[src/tlvi_pkg.sv]
// Constants and types shared by the two-level vectored interrupt unit.
package tlvi_pkg;

    // ------------------------------------------------------------
    // Register addresses on the special-function-register bus
    // ------------------------------------------------------------
    localparam logic [7:0] ADDR_IEN = 8'hA8;
    localparam logic [7:0] ADDR_EXIE = 8'hE8;
    localparam logic [7:0] ADDR_IP = 8'hB8;
    localparam logic [7:0] ADDR_EXIP = 8'hF8;
    localparam logic [7:0] ADDR_EXIF = 8'h91;
    localparam logic [7:0] ADDR_ACON = 8'h9D;
    localparam logic [7:0] ADDR_STATUS = 8'hC5;

    // ------------------------------------------------------------
    // Reset values and field positions
    // ------------------------------------------------------------
    localparam logic [7:0] RST_REG = 8'h00;
    localparam int IE_GLOBAL_BIT = 7;
    localparam int ACON_RELOC_BIT = 5;
    localparam int STATUS_HP_BIT = 6;
    localparam int STATUS_LP_BIT = 5;
    localparam int EXIF_MST_BIT = 0;
    localparam int EXIF_RSVD_BIT = 4;

    // ------------------------------------------------------------
    // Natural ranks (0 wins) of the sixteen ranked sources
    // ------------------------------------------------------------
    localparam int NUM_RANKED = 16;
    localparam logic [3:0] RANK_ECC = 4'h0;
    localparam logic [3:0] RANK_TMR0 = 4'h2;
    localparam logic [3:0] RANK_TMR1 = 4'h4;

    // ------------------------------------------------------------
    // Vector layout
    // ------------------------------------------------------------
    localparam logic [15:0] VEC_BASE = 16'h0003;
    localparam int VEC_STEP_SHIFT = 3;
    localparam logic [11:0] VEC_OFS_BRK = 12'h080;
    localparam logic [11:0] VEC_OFS_DEBUG = 12'h0C0;
    localparam logic [3:0] RELOC_NIBBLE_64K = 4'hF;

    // Service levels; a larger code is a more urgent level.
    typedef enum logic [1:0] {
        TLVI_LVL_NONE = 2'b00,
        TLVI_LVL_LOW = 2'b01,
        TLVI_LVL_HIGH = 2'b10,
        TLVI_LVL_DEBUG = 2'b11
    } tlvi_level_e;

endpackage

[src/tlvi_svc_if.sv]
// Carrier between the interrupt core and its service-level tracker.
`timescale 1ns/1ns
interface tlvi_svc_if;
    import tlvi_pkg::*;
    logic push;                 // A vector was taken by the core.
    tlvi_level_e push_level;    // Level of the vector taken.
    logic pop;                  // Return from a service routine.
    tlvi_level_e active_level;  // Highest level now in service.
    logic hp_active;            // A high-level routine is in progress.
    logic lp_active;            // A low-level routine is in progress.

    modport ctl (output push, output push_level, output pop,
                 input active_level, input hp_active, input lp_active);
    modport stk (input push, input push_level, input pop,
                 output active_level, output hp_active, output lp_active);
endinterface

[src/tlvi_core.sv]
// Two-level vectored interrupt unit: sampling, arbitration, vectors, registers.
`timescale 1ns/1ns
module tlvi_core #(
    parameter logic [3:0] RELOC_NIBBLE = tlvi_pkg::RELOC_NIBBLE_64K
) (
    // Clock, reset and enable
    input wire logic clk,
    input wire logic srst,
    input wire logic ce,
    // Special-function-register bus
    input wire logic [7:0] sfr_addr,
    input wire logic sfr_wr,
    input wire logic sfr_rd,
    input wire logic [7:0] sfr_wdata,
    output logic [7:0] sfr_rdata,
    output logic sfr_hit,
    // Core-integrated peripheral requests
    input wire logic timer_zero_overflow_flag,
    input wire logic timer_one_overflow_flag,
    input wire logic uart_one_irq,
    input wire logic timer_two_flag,
    input wire logic uart_two_lin_irq,
    input wire logic i2c_master_irq,
    input wire logic watchdog_one_irq,
    // On-chip peripheral requests outside the core
    input wire logic low_voltage_irq,
    input wire logic touch_cmp_irq,
    input wire logic adc_irq,
    input wire logic pwm_group_irq,
    input wire logic spi_i2cs_irq,
    input wire logic timer_buzzer_group_irq,
    input wire logic mem_error_irq,
    // Expanded pin groups
    input wire logic pin_group_zero_irq,
    input wire logic pin_group_one_irq,
    // Debug sources
    input wire logic breakpoint_irq,
    input wire logic debug_port_irq,
    // Core sequencer handshake
    output logic irq_req,
    output logic [15:0] irq_vector,
    input wire logic irq_ack,
    input wire logic irq_return,
    // Self-clearing flag strobes back to the timers
    output logic timer_zero_flag_clear,
    output logic timer_one_flag_clear
);
    import tlvi_pkg::*;

    // ------------------------------------------------------------
    // Elaboration check
    // ------------------------------------------------------------
    if (RELOC_NIBBLE != 4'h3 && RELOC_NIBBLE != 4'h7 && RELOC_NIBBLE != 4'hB
        && RELOC_NIBBLE != 4'hF) begin : g_bad_nibble
        $error("Relocation nibble must be the top 4KB of 16K/32K/48K/64K.");
    end

    // ------------------------------------------------------------
    // Registers and state
    // ------------------------------------------------------------
    logic [7:0] interrupt_enable_main;  // Global and main source enables.
    logic [7:0] enable_ext;             // Extended source enables.
    logic [7:0] prio_main;              // Main source priorities.
    logic [7:0] prio_ext;               // Extended source priorities.
    logic vector_relocate_select;       // Moves vectors into boot space.
    logic i2c_mst_flag;                 // Sticky I2C master flag.
    logic [15:0] req_s;                 // Sampled ranked requests.
    logic debug_s;                      // Sampled debug request.
    logic brk_s;                        // Sampled breakpoint request.
    logic [3:0] win_rank;               // Rank behind the presented vector.
    tlvi_level_e win_level;             // Level behind the presented vector.

    // ------------------------------------------------------------
    // Combinational arbitration signals
    // ------------------------------------------------------------
    logic [15:0] en16;                  // Enable per rank.
    logic [15:0] pri16;                 // High-level mark per rank.
    logic [15:0] pend;                  // Requests both pending and enabled.
    logic hi_found;
    logic lo_found;
    logic [3:0] hi_idx;
    logic [3:0] lo_idx;
    logic [3:0] next_rank;
    tlvi_level_e next_level;
    logic [15:0] next_vector;
    logic [3:0] tbl_idx;
    logic [15:0] norm_vec;
    logic take;
    logic wr_exif;

    tlvi_svc_if svc ();

    // ------------------------------------------------------------
    // Request sampling
    // ------------------------------------------------------------

    // All requests come from logic on this clock, so a single stage
    // samples them; rank 0 is the memory-error source, rank 8 is the
    // I2C master flag held here.
    always_ff @(posedge clk) begin
        if (srst) begin
            req_s <= 16'h0000;
            debug_s <= 1'b0;
            brk_s <= 1'b0;
        end else if (ce) begin
            req_s <= {timer_buzzer_group_irq, spi_i2cs_irq, pwm_group_irq,
                      watchdog_one_irq, adc_irq, touch_cmp_irq, low_voltage_irq,
                      i2c_mst_flag, uart_two_lin_irq, timer_two_flag, uart_one_irq,
                      timer_one_overflow_flag, pin_group_one_irq,
                      timer_zero_overflow_flag, pin_group_zero_irq,
                      mem_error_irq};
            debug_s <= debug_port_irq;
            brk_s <= breakpoint_irq;
        end
    end

    // ------------------------------------------------------------
    // Arbitration
    // ------------------------------------------------------------

    // The memory-error source has no enable bit of its own and runs at
    // the low level; only the global enable gates it.
    assign en16 = {enable_ext, interrupt_enable_main[6:0], 1'b1};
    assign pri16 = {prio_ext, prio_main[6:0], 1'b0};
    assign pend = req_s & en16 & {16{interrupt_enable_main[IE_GLOBAL_BIT]}};

    tlvi_first_set #(.WIDTH(NUM_RANKED), .IDXW(4)) u_pick_high (
        .req(pend & pri16),
        .found(hi_found),
        .idx(hi_idx)
    );

    tlvi_first_set #(.WIDTH(NUM_RANKED), .IDXW(4)) u_pick_low (
        .req(pend & ~pri16),
        .found(lo_found),
        .idx(lo_idx)
    );

    // Rank r sits at table row r-1; rank 0 wraps to the last row.
    assign tbl_idx = 4'(next_rank - 4'h1);
    assign norm_vec = VEC_BASE + {9'h000, tbl_idx, 3'b000};

    // Pick the winner by level, debug first, then breakpoint, then the
    // high group and the low group, each in natural rank order.
    always_comb begin
        next_rank = 4'h0;
        next_level = TLVI_LVL_NONE;
        next_vector = 16'h0000;
        if (debug_s) begin
            next_level = TLVI_LVL_DEBUG;
            next_vector = {RELOC_NIBBLE, VEC_OFS_DEBUG};
        end else if (brk_s) begin
            next_level = TLVI_LVL_DEBUG;
            next_vector = {RELOC_NIBBLE, VEC_OFS_BRK};
        end else if (hi_found) begin
            next_rank = hi_idx;
            next_level = TLVI_LVL_HIGH;
        end else if (lo_found) begin
            next_rank = lo_idx;
            next_level = TLVI_LVL_LOW;
        end
        if (next_level == TLVI_LVL_HIGH || next_level == TLVI_LVL_LOW) begin
            if (vector_relocate_select) begin
                next_vector = {RELOC_NIBBLE, norm_vec[11:0]};
            end else begin
                next_vector = norm_vec;
            end
        end
    end

    // A routine in service blocks equal and lower levels.
    assign take = (next_level > svc.active_level);

    // ------------------------------------------------------------
    // Vector presentation
    // ------------------------------------------------------------

    // The request drops in the cycle after a take so a stale copy is
    // never acknowledged twice.
    always_ff @(posedge clk) begin
        if (srst) begin
            irq_req <= 1'b0;
            irq_vector <= 16'h0000;
            win_rank <= 4'h0;
            win_level <= TLVI_LVL_NONE;
        end else if (ce) begin
            irq_req <= take && !(irq_ack && irq_req);
            irq_vector <= next_vector;
            win_rank <= next_rank;
            win_level <= next_level;
        end
    end

    assign svc.push = irq_ack && irq_req;
    assign svc.push_level = win_level;
    assign svc.pop = irq_return;

    tlvi_service_track u_track (
        .clk(clk),
        .srst(srst),
        .ce(ce),
        .svc(svc)
    );

    // Timer zero and one flags live in the timer; a one-cycle strobe
    // clears them when their vector is taken. Other flags stay set.
    always_ff @(posedge clk) begin
        if (srst) begin
            timer_zero_flag_clear <= 1'b0;
            timer_one_flag_clear <= 1'b0;
        end else if (ce) begin
            timer_zero_flag_clear <= svc.push && win_rank == RANK_TMR0
                                     && win_level != TLVI_LVL_DEBUG;
            timer_one_flag_clear <= svc.push && win_rank == RANK_TMR1
                                    && win_level != TLVI_LVL_DEBUG;
        end
    end

    // ------------------------------------------------------------
    // Register file
    // ------------------------------------------------------------

    // Enable, priority and relocation registers; relocation keeps only
    // its selection bit, the other addressing bits belong elsewhere.
    always_ff @(posedge clk) begin
        if (srst) begin
            interrupt_enable_main <= RST_REG;
            enable_ext <= RST_REG;
            prio_main <= RST_REG;
            prio_ext <= RST_REG;
            vector_relocate_select <= 1'b0;
        end else if (ce && sfr_wr) begin
            case (sfr_addr)
                ADDR_IEN: interrupt_enable_main <= sfr_wdata;
                ADDR_EXIE: enable_ext <= sfr_wdata;
                ADDR_IP: prio_main <= {1'b0, sfr_wdata[6:0]};
                ADDR_EXIP: prio_ext <= sfr_wdata;
                ADDR_ACON: vector_relocate_select <= sfr_wdata[ACON_RELOC_BIT];
                default: begin
                end
            endcase
        end
    end

    assign wr_exif = sfr_wr && sfr_addr == ADDR_EXIF;

    // The I2C master flag is set by its pulse and cleared by writing
    // zero; a write of one does nothing, and a set in the clearing
    // cycle wins so no event is lost.
    always_ff @(posedge clk) begin
        if (srst) begin
            i2c_mst_flag <= 1'b0;
        end else if (ce) begin
            if (i2c_master_irq) begin
                i2c_mst_flag <= 1'b1;
            end else if (wr_exif && !sfr_wdata[EXIF_MST_BIT]) begin
                i2c_mst_flag <= 1'b0;
            end
        end
    end

    // Read data is registered; the other flags in the extended flag
    // register mirror the peripherals, which own and clear them.
    always_ff @(posedge clk) begin
        if (srst) begin
            sfr_rdata <= 8'h00;
            sfr_hit <= 1'b0;
        end else if (ce) begin
            sfr_hit <= 1'b0;
            sfr_rdata <= 8'h00;
            if (sfr_rd) begin
                sfr_hit <= 1'b1;
                case (sfr_addr)
                    ADDR_IEN: sfr_rdata <= interrupt_enable_main;
                    ADDR_EXIE: sfr_rdata <= enable_ext;
                    ADDR_IP: sfr_rdata <= prio_main;
                    ADDR_EXIP: sfr_rdata <= prio_ext;
                    ADDR_ACON: sfr_rdata <= 8'(vector_relocate_select) << ACON_RELOC_BIT;
                    ADDR_EXIF: sfr_rdata <= {req_s[15:13], 1'b0, req_s[11:9],
                                             i2c_mst_flag};
                    ADDR_STATUS: sfr_rdata <= (8'(svc.hp_active) << STATUS_HP_BIT)
                                              | (8'(svc.lp_active) << STATUS_LP_BIT);
                    default: sfr_hit <= 1'b0;
                endcase
            end
        end
    end
endmodule

[src/tlvi_first_set.sv]
// Lowest-index-wins picker over a request mask.
`timescale 1ns/1ns
module tlvi_first_set #(
    parameter int WIDTH = 16,
    parameter int IDXW = 4
) (
    // Request mask and result
    input wire logic [WIDTH-1:0] req,
    output logic found,
    output logic [IDXW-1:0] idx
);
    // ------------------------------------------------------------
    // Elaboration check
    // ------------------------------------------------------------
    if (WIDTH < 2 || (1 << IDXW) < WIDTH) begin : g_bad_width
        $error("Index width cannot cover the request mask.");
    end

    // Scan downward so that the lowest set bit is the last one kept.
    always_comb begin
        found = 1'b0;
        idx = '0;
        for (int i = WIDTH - 1; i >= 0; i--) begin
            if (req[i]) begin
                found = 1'b1;
                idx = IDXW'(i);
            end
        end
    end
endmodule

[src/tlvi_service_track.sv]
// Tracks which service levels are in progress, one bit per level.
`timescale 1ns/1ns
module tlvi_service_track (
    // Clock, reset and enable
    input wire logic clk,
    input wire logic srst,
    input wire logic ce,
    // Link to the interrupt core
    tlvi_svc_if.stk svc
);
    import tlvi_pkg::*;

    logic [3:1] busy;       // Bit n set while a level-n routine runs.
    logic [3:1] top_bit;    // One-hot highest busy level.

    // Highest level in service; nested routines stack strictly upward.
    always_comb begin
        top_bit = 3'b000;
        svc.active_level = TLVI_LVL_NONE;
        if (busy[3]) begin
            top_bit = 3'b100;
            svc.active_level = TLVI_LVL_DEBUG;
        end else if (busy[2]) begin
            top_bit = 3'b010;
            svc.active_level = TLVI_LVL_HIGH;
        end else if (busy[1]) begin
            top_bit = 3'b001;
            svc.active_level = TLVI_LVL_LOW;
        end
    end

    assign svc.hp_active = busy[2];
    assign svc.lp_active = busy[1];

    // A return ends the innermost routine; a take marks its level busy.
    // If both land in one cycle, both apply: the return clears the old top level and the take sets its own.
    always_ff @(posedge clk) begin
        if (srst) begin
            busy <= 3'b000;
        end else if (ce) begin
            if (svc.push && svc.push_level != TLVI_LVL_NONE) begin
                busy <= (busy & ~(svc.pop ? top_bit : 3'b000))
                        | (3'b001 << (svc.push_level - 2'd1));
            end else if (svc.pop) begin
                busy <= busy & ~top_bit;
            end
        end
    end
endmodule

[config.mk]
export PLATFORM = sky130hd
export DESIGN_NAME = tlvi_core
export DESIGN_NICKNAME = d
export VERILOG_FILES = /design/src/tlvi_pkg.sv /design/src/tlvi_svc_if.sv /design/src/tlvi_core.sv /design/src/tlvi_first_set.sv /design/src/tlvi_service_track.sv
export SDC_FILE = /design/constraint.sdc
export NUM_CORES = 1
export LEC_CHECK = 0
export BUFFER_PORTS_ARGS = -buffer_cell sky130_fd_sc_hd__buf_4
export CORE_MARGIN = 1.5
export CORE_UTILIZATION = 35
export CTS_BUF_LIST = sky130_fd_sc_hd__clkbuf_2
export DETAILED_ROUTE_END_ITERATION = 10
export GPL_TIMING_DRIVEN = 0
export PLACE_DENSITY = 0.6
export SYNTH_ARGS = -nofsm -noshare
export SYNTH_HDL_FRONTEND = slang
export SYNTH_SLANG_ARGS = --single-unit
export TNS_END_PERCENT = 30
[constraint.sdc]
create_clock -name clk -period 2.9 [get_ports clk]
set_input_delay 0.29 -clock clk [delete_from_list [all_inputs] [get_ports clk]]
set_output_delay 0.29 -clock clk [all_outputs]
set_load 0.01 [all_outputs]
After elaboration in Yosys (flattened, before gate mapping)
Index checks and enable logic that the tools add are counted.
- add/subtract/negate cells: 3
- magnitude comparators: 1
- equal/unequal tests: 12
- shift-type cells: 1
- multiplexer cells: 91
- bitwise logic cells: 11
- reductions and logical operators: 24
- operators with widths (kind ; count):
    $mux 4 ; 36
    $and 16x16->16 ; 4
    $mux 16 ; 4
    $eq 8x8->1 const B ; 7
    $pmux 8 s7 ; 1
    $mux 1 ; 39
    $not 16->16 ; 1
    $mux 3 ; 5
    $reduce_and 2->1 ; 7
    $logic_and 1x1->1 ; 10
    $mux 2 ; 5
    $add 2x7->8 const A ; 1
    $mux 8 ; 1
    $or 7x6->7 ; 1
    $reduce_or 7->1 ; 1
    $and 3x3->3 ; 2
    $not 3->3 ; 2
    $reduce_bool 2->1 ; 3
    $eq 4x2->1 const B ; 1
    $eq 4x3->1 const B ; 1
    $sub 4x1->4 const B ; 1
    $or 3x3->3 ; 1
    $shl 1x2->3 const A ; 1
    $eq 2x1->1 const B ; 1
    6 further kinds ; 7
- bits in registers: 88
- input port bits: 41
- output and inout bits: 28
- word-level logic and storage cells: 161

Longest topological paths before layout
- depth after elaboration: 27
- mapped depth: 13
- gate-level depth less buffers: 11

Modules after synthesis
From an unflattened synthesis, not the netlist that was laid out.
- cells, all modules: 502
- area, all modules: 4330.4 um2
- by module, submodules not included (module ; times used ; cells an instance ; area each (um2) ; seq. area each (um2)):
    tlvi_core ; 1 ; 419 ; 3804.9 ; 1521.5
    tlvi_first_set ; 2 ; 33 ; 178.9 ; 0.0
    tlvi_service_track ; 1 ; 17 ; 167.7 ; 60.1

Least setup slack after synthesis
No wires, ideal clock.
- path type: register -> register
- start point: register interrupt_enable_main[7]
- end point: register irq_vector[5]
- setup time: 128 ps
- arrival time: 2195 ps
- data required time: 2772 ps
- slack: 578 ps
- cell stages (with the launch flop): 13
- buffers on the path: 1
- clock period less this slack: 2322 ps
- cells stage by stage: dfxtp_1 -> buf_4 -> nand4_1 -> nand4_2 -> nor4_4 -> nor2b_2 -> a41oi_2 -> o21ai_1 -> nand2_1 -> ha_1 -> xor2_1 -> a22oi_1 -> nor2_1
- cells in the longest elaborated chain, start to end: 26
- elaborated cells between the ends (all ways): 82
- those cells by class: add/sub (2); eq/ne (2); mux (74); bitwise (3); reduce/logical (1)
- RTL lines (element ; RTL line ; RTL):
    from (decl) ; tlvi_core.sv:61 ; logic [7:0] interrupt_enable_main;
    from (signal assigned) ; tlvi_core.sv:234 ; ADDR_IEN: interrupt_enable_main <= sfr_wdata;
    $and 16x16->16 * ; tlvi_core.sv:125 ; assign pend = req_s & en16 & {16{interrupt_enable_main[IE_GLOBAL_BIT]}};
    $and 16x16->16 ; tlvi_core.sv:134 ; .req(pend & ~pri16),
    $mux 4 / $mux 1 (equally long branches) (16 in series) ; tlvi_first_set.sv:24 ; if (req[i]) begin
    $mux 4 ; tlvi_core.sv:158 ; end else if (lo_found) begin
    $mux 4 ; tlvi_core.sv:155 ; end else if (hi_found) begin
    $mux 4 ; tlvi_core.sv:152 ; end else if (brk_s) begin
    $mux 4 ; tlvi_core.sv:149 ; if (debug_s) begin
    $sub 4x1->4 ; tlvi_core.sv:140 ; assign tbl_idx = 4'(next_rank - 4'h1);
    $add 2x7->8 ; tlvi_core.sv:141 ; assign norm_vec = VEC_BASE + {9'h000, tbl_idx, 3'b000};
    $mux 16 ; tlvi_core.sv:163 ; if (vector_relocate_select) begin
    $mux 16 * ; tlvi_core.sv:162 ; if (next_level == TLVI_LVL_HIGH || next_level == TLVI_LVL_LOW) begin
    to (signal assigned) ; tlvi_core.sv:188 ; irq_vector <= next_vector;
    to (decl) ; tlvi_core.sv:41 ; output logic [15:0] irq_vector,
Every way passes the cells marked *; elsewhere a longest branch is shown, timed or not.
A chain may end at the register's enable or synchronous reset.

Worst setup path after layout
Ends and elaborated chain as after synthesis.

==> results.py <==
metrics = {
    "status": {
        "status": "complete, no violations",
    },
    "final_layout": {
        "nNetsFinal": 623,
        "area_delta_synth_final_pct": 24.9,
        "final_layout_size_suffix_gt1_frac": 0.214,
        "stdcell_count": 728,
    },
    "global_route": {
        "overflow": 0,
        "antenna_found_initial": 1,
        "track_usage": 0.212,
        "grt_pass1_vias": 3879,
        "grt_max_degree": 14,
        "grt_pass1_wl_um": 20700,
    },
    "worst_setup_path": {
        "required_ns": 3.35,
        "reg2regPathDepth": 13,
        "crit_fanout": 10,
        "cp-start-kind": "flip-flop",
        "endpoint_kind": "flip-flop",
        "crit_arrival_ns": 3.17,
        "path_class": "reg -> reg",
    },
    "timing": {
        "finalCriticalPeriod_ns": 2.72,
        "hold_slack_ns": 0.0484,
        "worst_slack_ns": 0.181,
        "min_period_over_period": 0.937,
        "timing.slew.headroom": 0.291,
        "hold_viol_final": 0,
        "slew_viol_final": 0,
        "rsz0062_at_grt": "no",
        "setup_viol": 0,
        "fin_skew_ns": 0.0410,
        "worst_pin_slew_ns": 1.06,
        "fmax_ghz": 0.368,
        "tns_ns": 0,
    },
    "floorplan": {
        "die_y_um": 113,
        "dieWidth_um": 113,
        "initial_utilization": 0.364,
        "row_count": 39,
        "core_mm2": 0.0116,
        "io_pins": 69,
        "dieArea_mm2": 0.0127,
    },
    "pwr": {
        "ir_worst_vdd_v": 0.000181,
        "p_leak_uw": 0.00218,
        "totalPowerFinal_uw": 1980,
        "p_per_area_mw_per_mm2": 376,
    },
    "synth": {
        "ys.flop_type": "dfxtp_1",
        "async_reset_ff_frac": 0,
        "syn_avg_cell_area_um2": 8.86,
        "ys_seq_elements": 79,
        "synth_cells": 475,
        "ys_warn_count": 0,
        "synthTopCellsByCount": "nor2_1 (81), dfxtp_1 (79), mux2i_1 (47)",
        "synth_area_leader_cell": "dfxtp_1",
        "synth_top_area_share": 0.376,
        "yosysMostFrequentCell": "nor2_1",
        "yosysUniqueCellTypes": 67,
        "syn_area_mm2": 0.00421,
        "synth_seq_area_share": 0.376,
        "synth_edf_count": 0,
        "synth_area_leaders": "dfxtp_1 (38%), mux2i_1 (11%), nor2_1 (7.2%)",
    },
    "clocking": {
        "clock_sinks": 79,
        "numCtsBuffers": 9,
        "root_buffer": "clkbuf_2",
        "clockBufferDepth": 2,
        "clk_latency_ns": 0.60,
        "clk_pin_slew_worst_paths_ns": 0.23,
        "cts_tree": "yes",
        "htreeDepth": 3,
    },
    "detailed_routing": {
        "dr.pass1.iters": 7,
        "dr.first_iter.drc_count": 276,
        "vias": 4042,
        "drt-wirelength-per-cell_um": 18.0,
        "drt-total-wl_um": 13100,
        "drc_errors": 0,
        "via_per_inst": 5.55,
        "ant_nets": 0,
    },
    "flow_run": {
        "maxCapViolCount": 0,
    },
    "place": {
        "place_congestion": 0.905,
        "post-dp-hpwl_um": 9780,
        "port_buffers": 62,
        "placed_cells": 684,
        "dp_slack_ns": 0.151,
    },
    "min_path": {
        "hp-class": "in -> reg",
        "holdPathStages": 4,
    },
}
## power breakdown
group	total [uW]	switching [uW]	internal [uW]
Combinational	226	115	111
Clock	619	419	200
Sequential	1130	23.2	1110
## metrics by stage
step                cell area (um^2)   util
global route                    5260  0.455
detailed placement              4870  0.421
finish                          5260  0.455
CTS                             5240  0.453
floorplan                       4220      -
global placement                4870  0.421
## path summary, 6_finish.rpt
| path | to | slack [ns] | from |
|---|---|---|---|
| worst max-delay path | irq_vector[5]$_SDFFE_PP0P_ | 0.18 | interrupt_enable_main[7]$_SDFFE_PP0P_ |
| worst min-delay path | u_track.busy[3]$_SDFFE_PP0P_ | 0.05 | irq_return |
| worst max register to register | irq_vector[5]$_SDFFE_PP0P_ | 0.18 | interrupt_enable_main[7]$_SDFFE_PP0P_ |
| worst min register to register | win_rank[3]$_SDFFE_PP0P_ | 0.49 | win_rank[3]$_SDFFE_PP0P_ |
## area by class of cell
class | count | area [um^2]
Clock buffer | 10 | 50.0
Tap cell | 143 | 179
Timing Repair Buffer | 89 | 733
Antenna cell | 1 | 2.50
Multi-Input combinational cell | 362 | 2450
Fill cell | 1145 | 6310
Buffer | 30 | 168
Sequential cell | 79 | 1580
Clock inverter | 6 | 60.1
Inverter | 8 | 30.0
## metal layers
| layer | wire length (um) | vias up | track usage | part of all wire |
|---|---|---|---|---|
| met4 | 393 | 0 | 0.0844 | 0.030 |
| met1 | 5780 | 1941 | 0.274 | 0.44 |
| met3 | 784 | 28 | 0.0443 | 0.060 |
| li1 | - | 1940 | - | - |
| met2 | 6110 | 133 | 0.347 | 0.47 |
| met5 | 0 | - | 0 | 0 |
## cells in the final DEF (no fill, tap or decap), types with 4 or more instances in the layout
cell,instances
nor2_1,81
dfxtp_1,79
buf_4,73
mux2i_1,47
nand2_1,45
dlygate4sd3_1,26
a21oi_1,23
nand4_1,17
nand4b_1,16
a22oi_1,16
clkbuf_1,12
clkbuf_2,10
nand3_1,9
inv_1,7
o21ai_0,5
a221o_1,5
mux2_2,5
conb_1,5
nand4_2,4
and4b_1,4
and4_1,4
nand2b_1,4
and3_1,4
nor2b_1,4
a211oi_1,4
buf_1,4
## registers in the layout, summed over array words and instances (netlist names)
register / count
timer_one_flag_clear: 1
irq_req: 1
sfr_rdata: 8
timer_zero_flag_clear: 1
enable_ext: 8
brk_s: 1
prio_main: 7
i2c_mst_flag: 1
interrupt_enable_main: 8
u_track.busy: 3
irq_vector: 7
vector_relocate_select: 1
prio_ext: 8
sfr_hit: 1
req_s: 16
win_rank: 4
debug_s: 1
svc.push_level: 2
## critical path, cell delays in order, from the launching register on
cell,delay [ns]
dfxtp_1,0.38
buf_6,0.15
buf_6,0.15
nand4_1,0.22
nand4_2,0.20
nor4_4,0.29
nor2b_4,0.24
a41oi_2,0.16
o21ai_2,0.12
nand2_1,0.08
ha_1,0.23
xor2_1,0.16
a22oi_1,0.16
nor2_1,0.05
## what timing repair did
| item | in CTS | in global routing |
|---|---|---|
| gates resized for setup | 0 | 2 |
| buffers inserted | 0 | 1 |
| setup endpoints to repair | 0 | 2 |
| hold buffers | 26 | 0 |
| hold endpoints to repair | 48 | 0 |
## kinds of logic (layout without fill, tap and decap cells)
family / Yosys count / after routing / synth area share
XOR/XNOR: 1 / 1 / 0.00208
buffers and inverters: 38 / 143 / 0.0470
adder cells (fa/ha/maj): 3 / 3 / 0.00892
AND/OR/NAND/NOR: 219 / 219 / 0.296
AO/OA/AOI/OAI: 81 / 81 / 0.138
flip-flops: 79 / 79 / 0.376
other: 1 / 6 / 0.000891
multiplexers: 53 / 53 / 0.131
(Power assumes the default switching activity.)
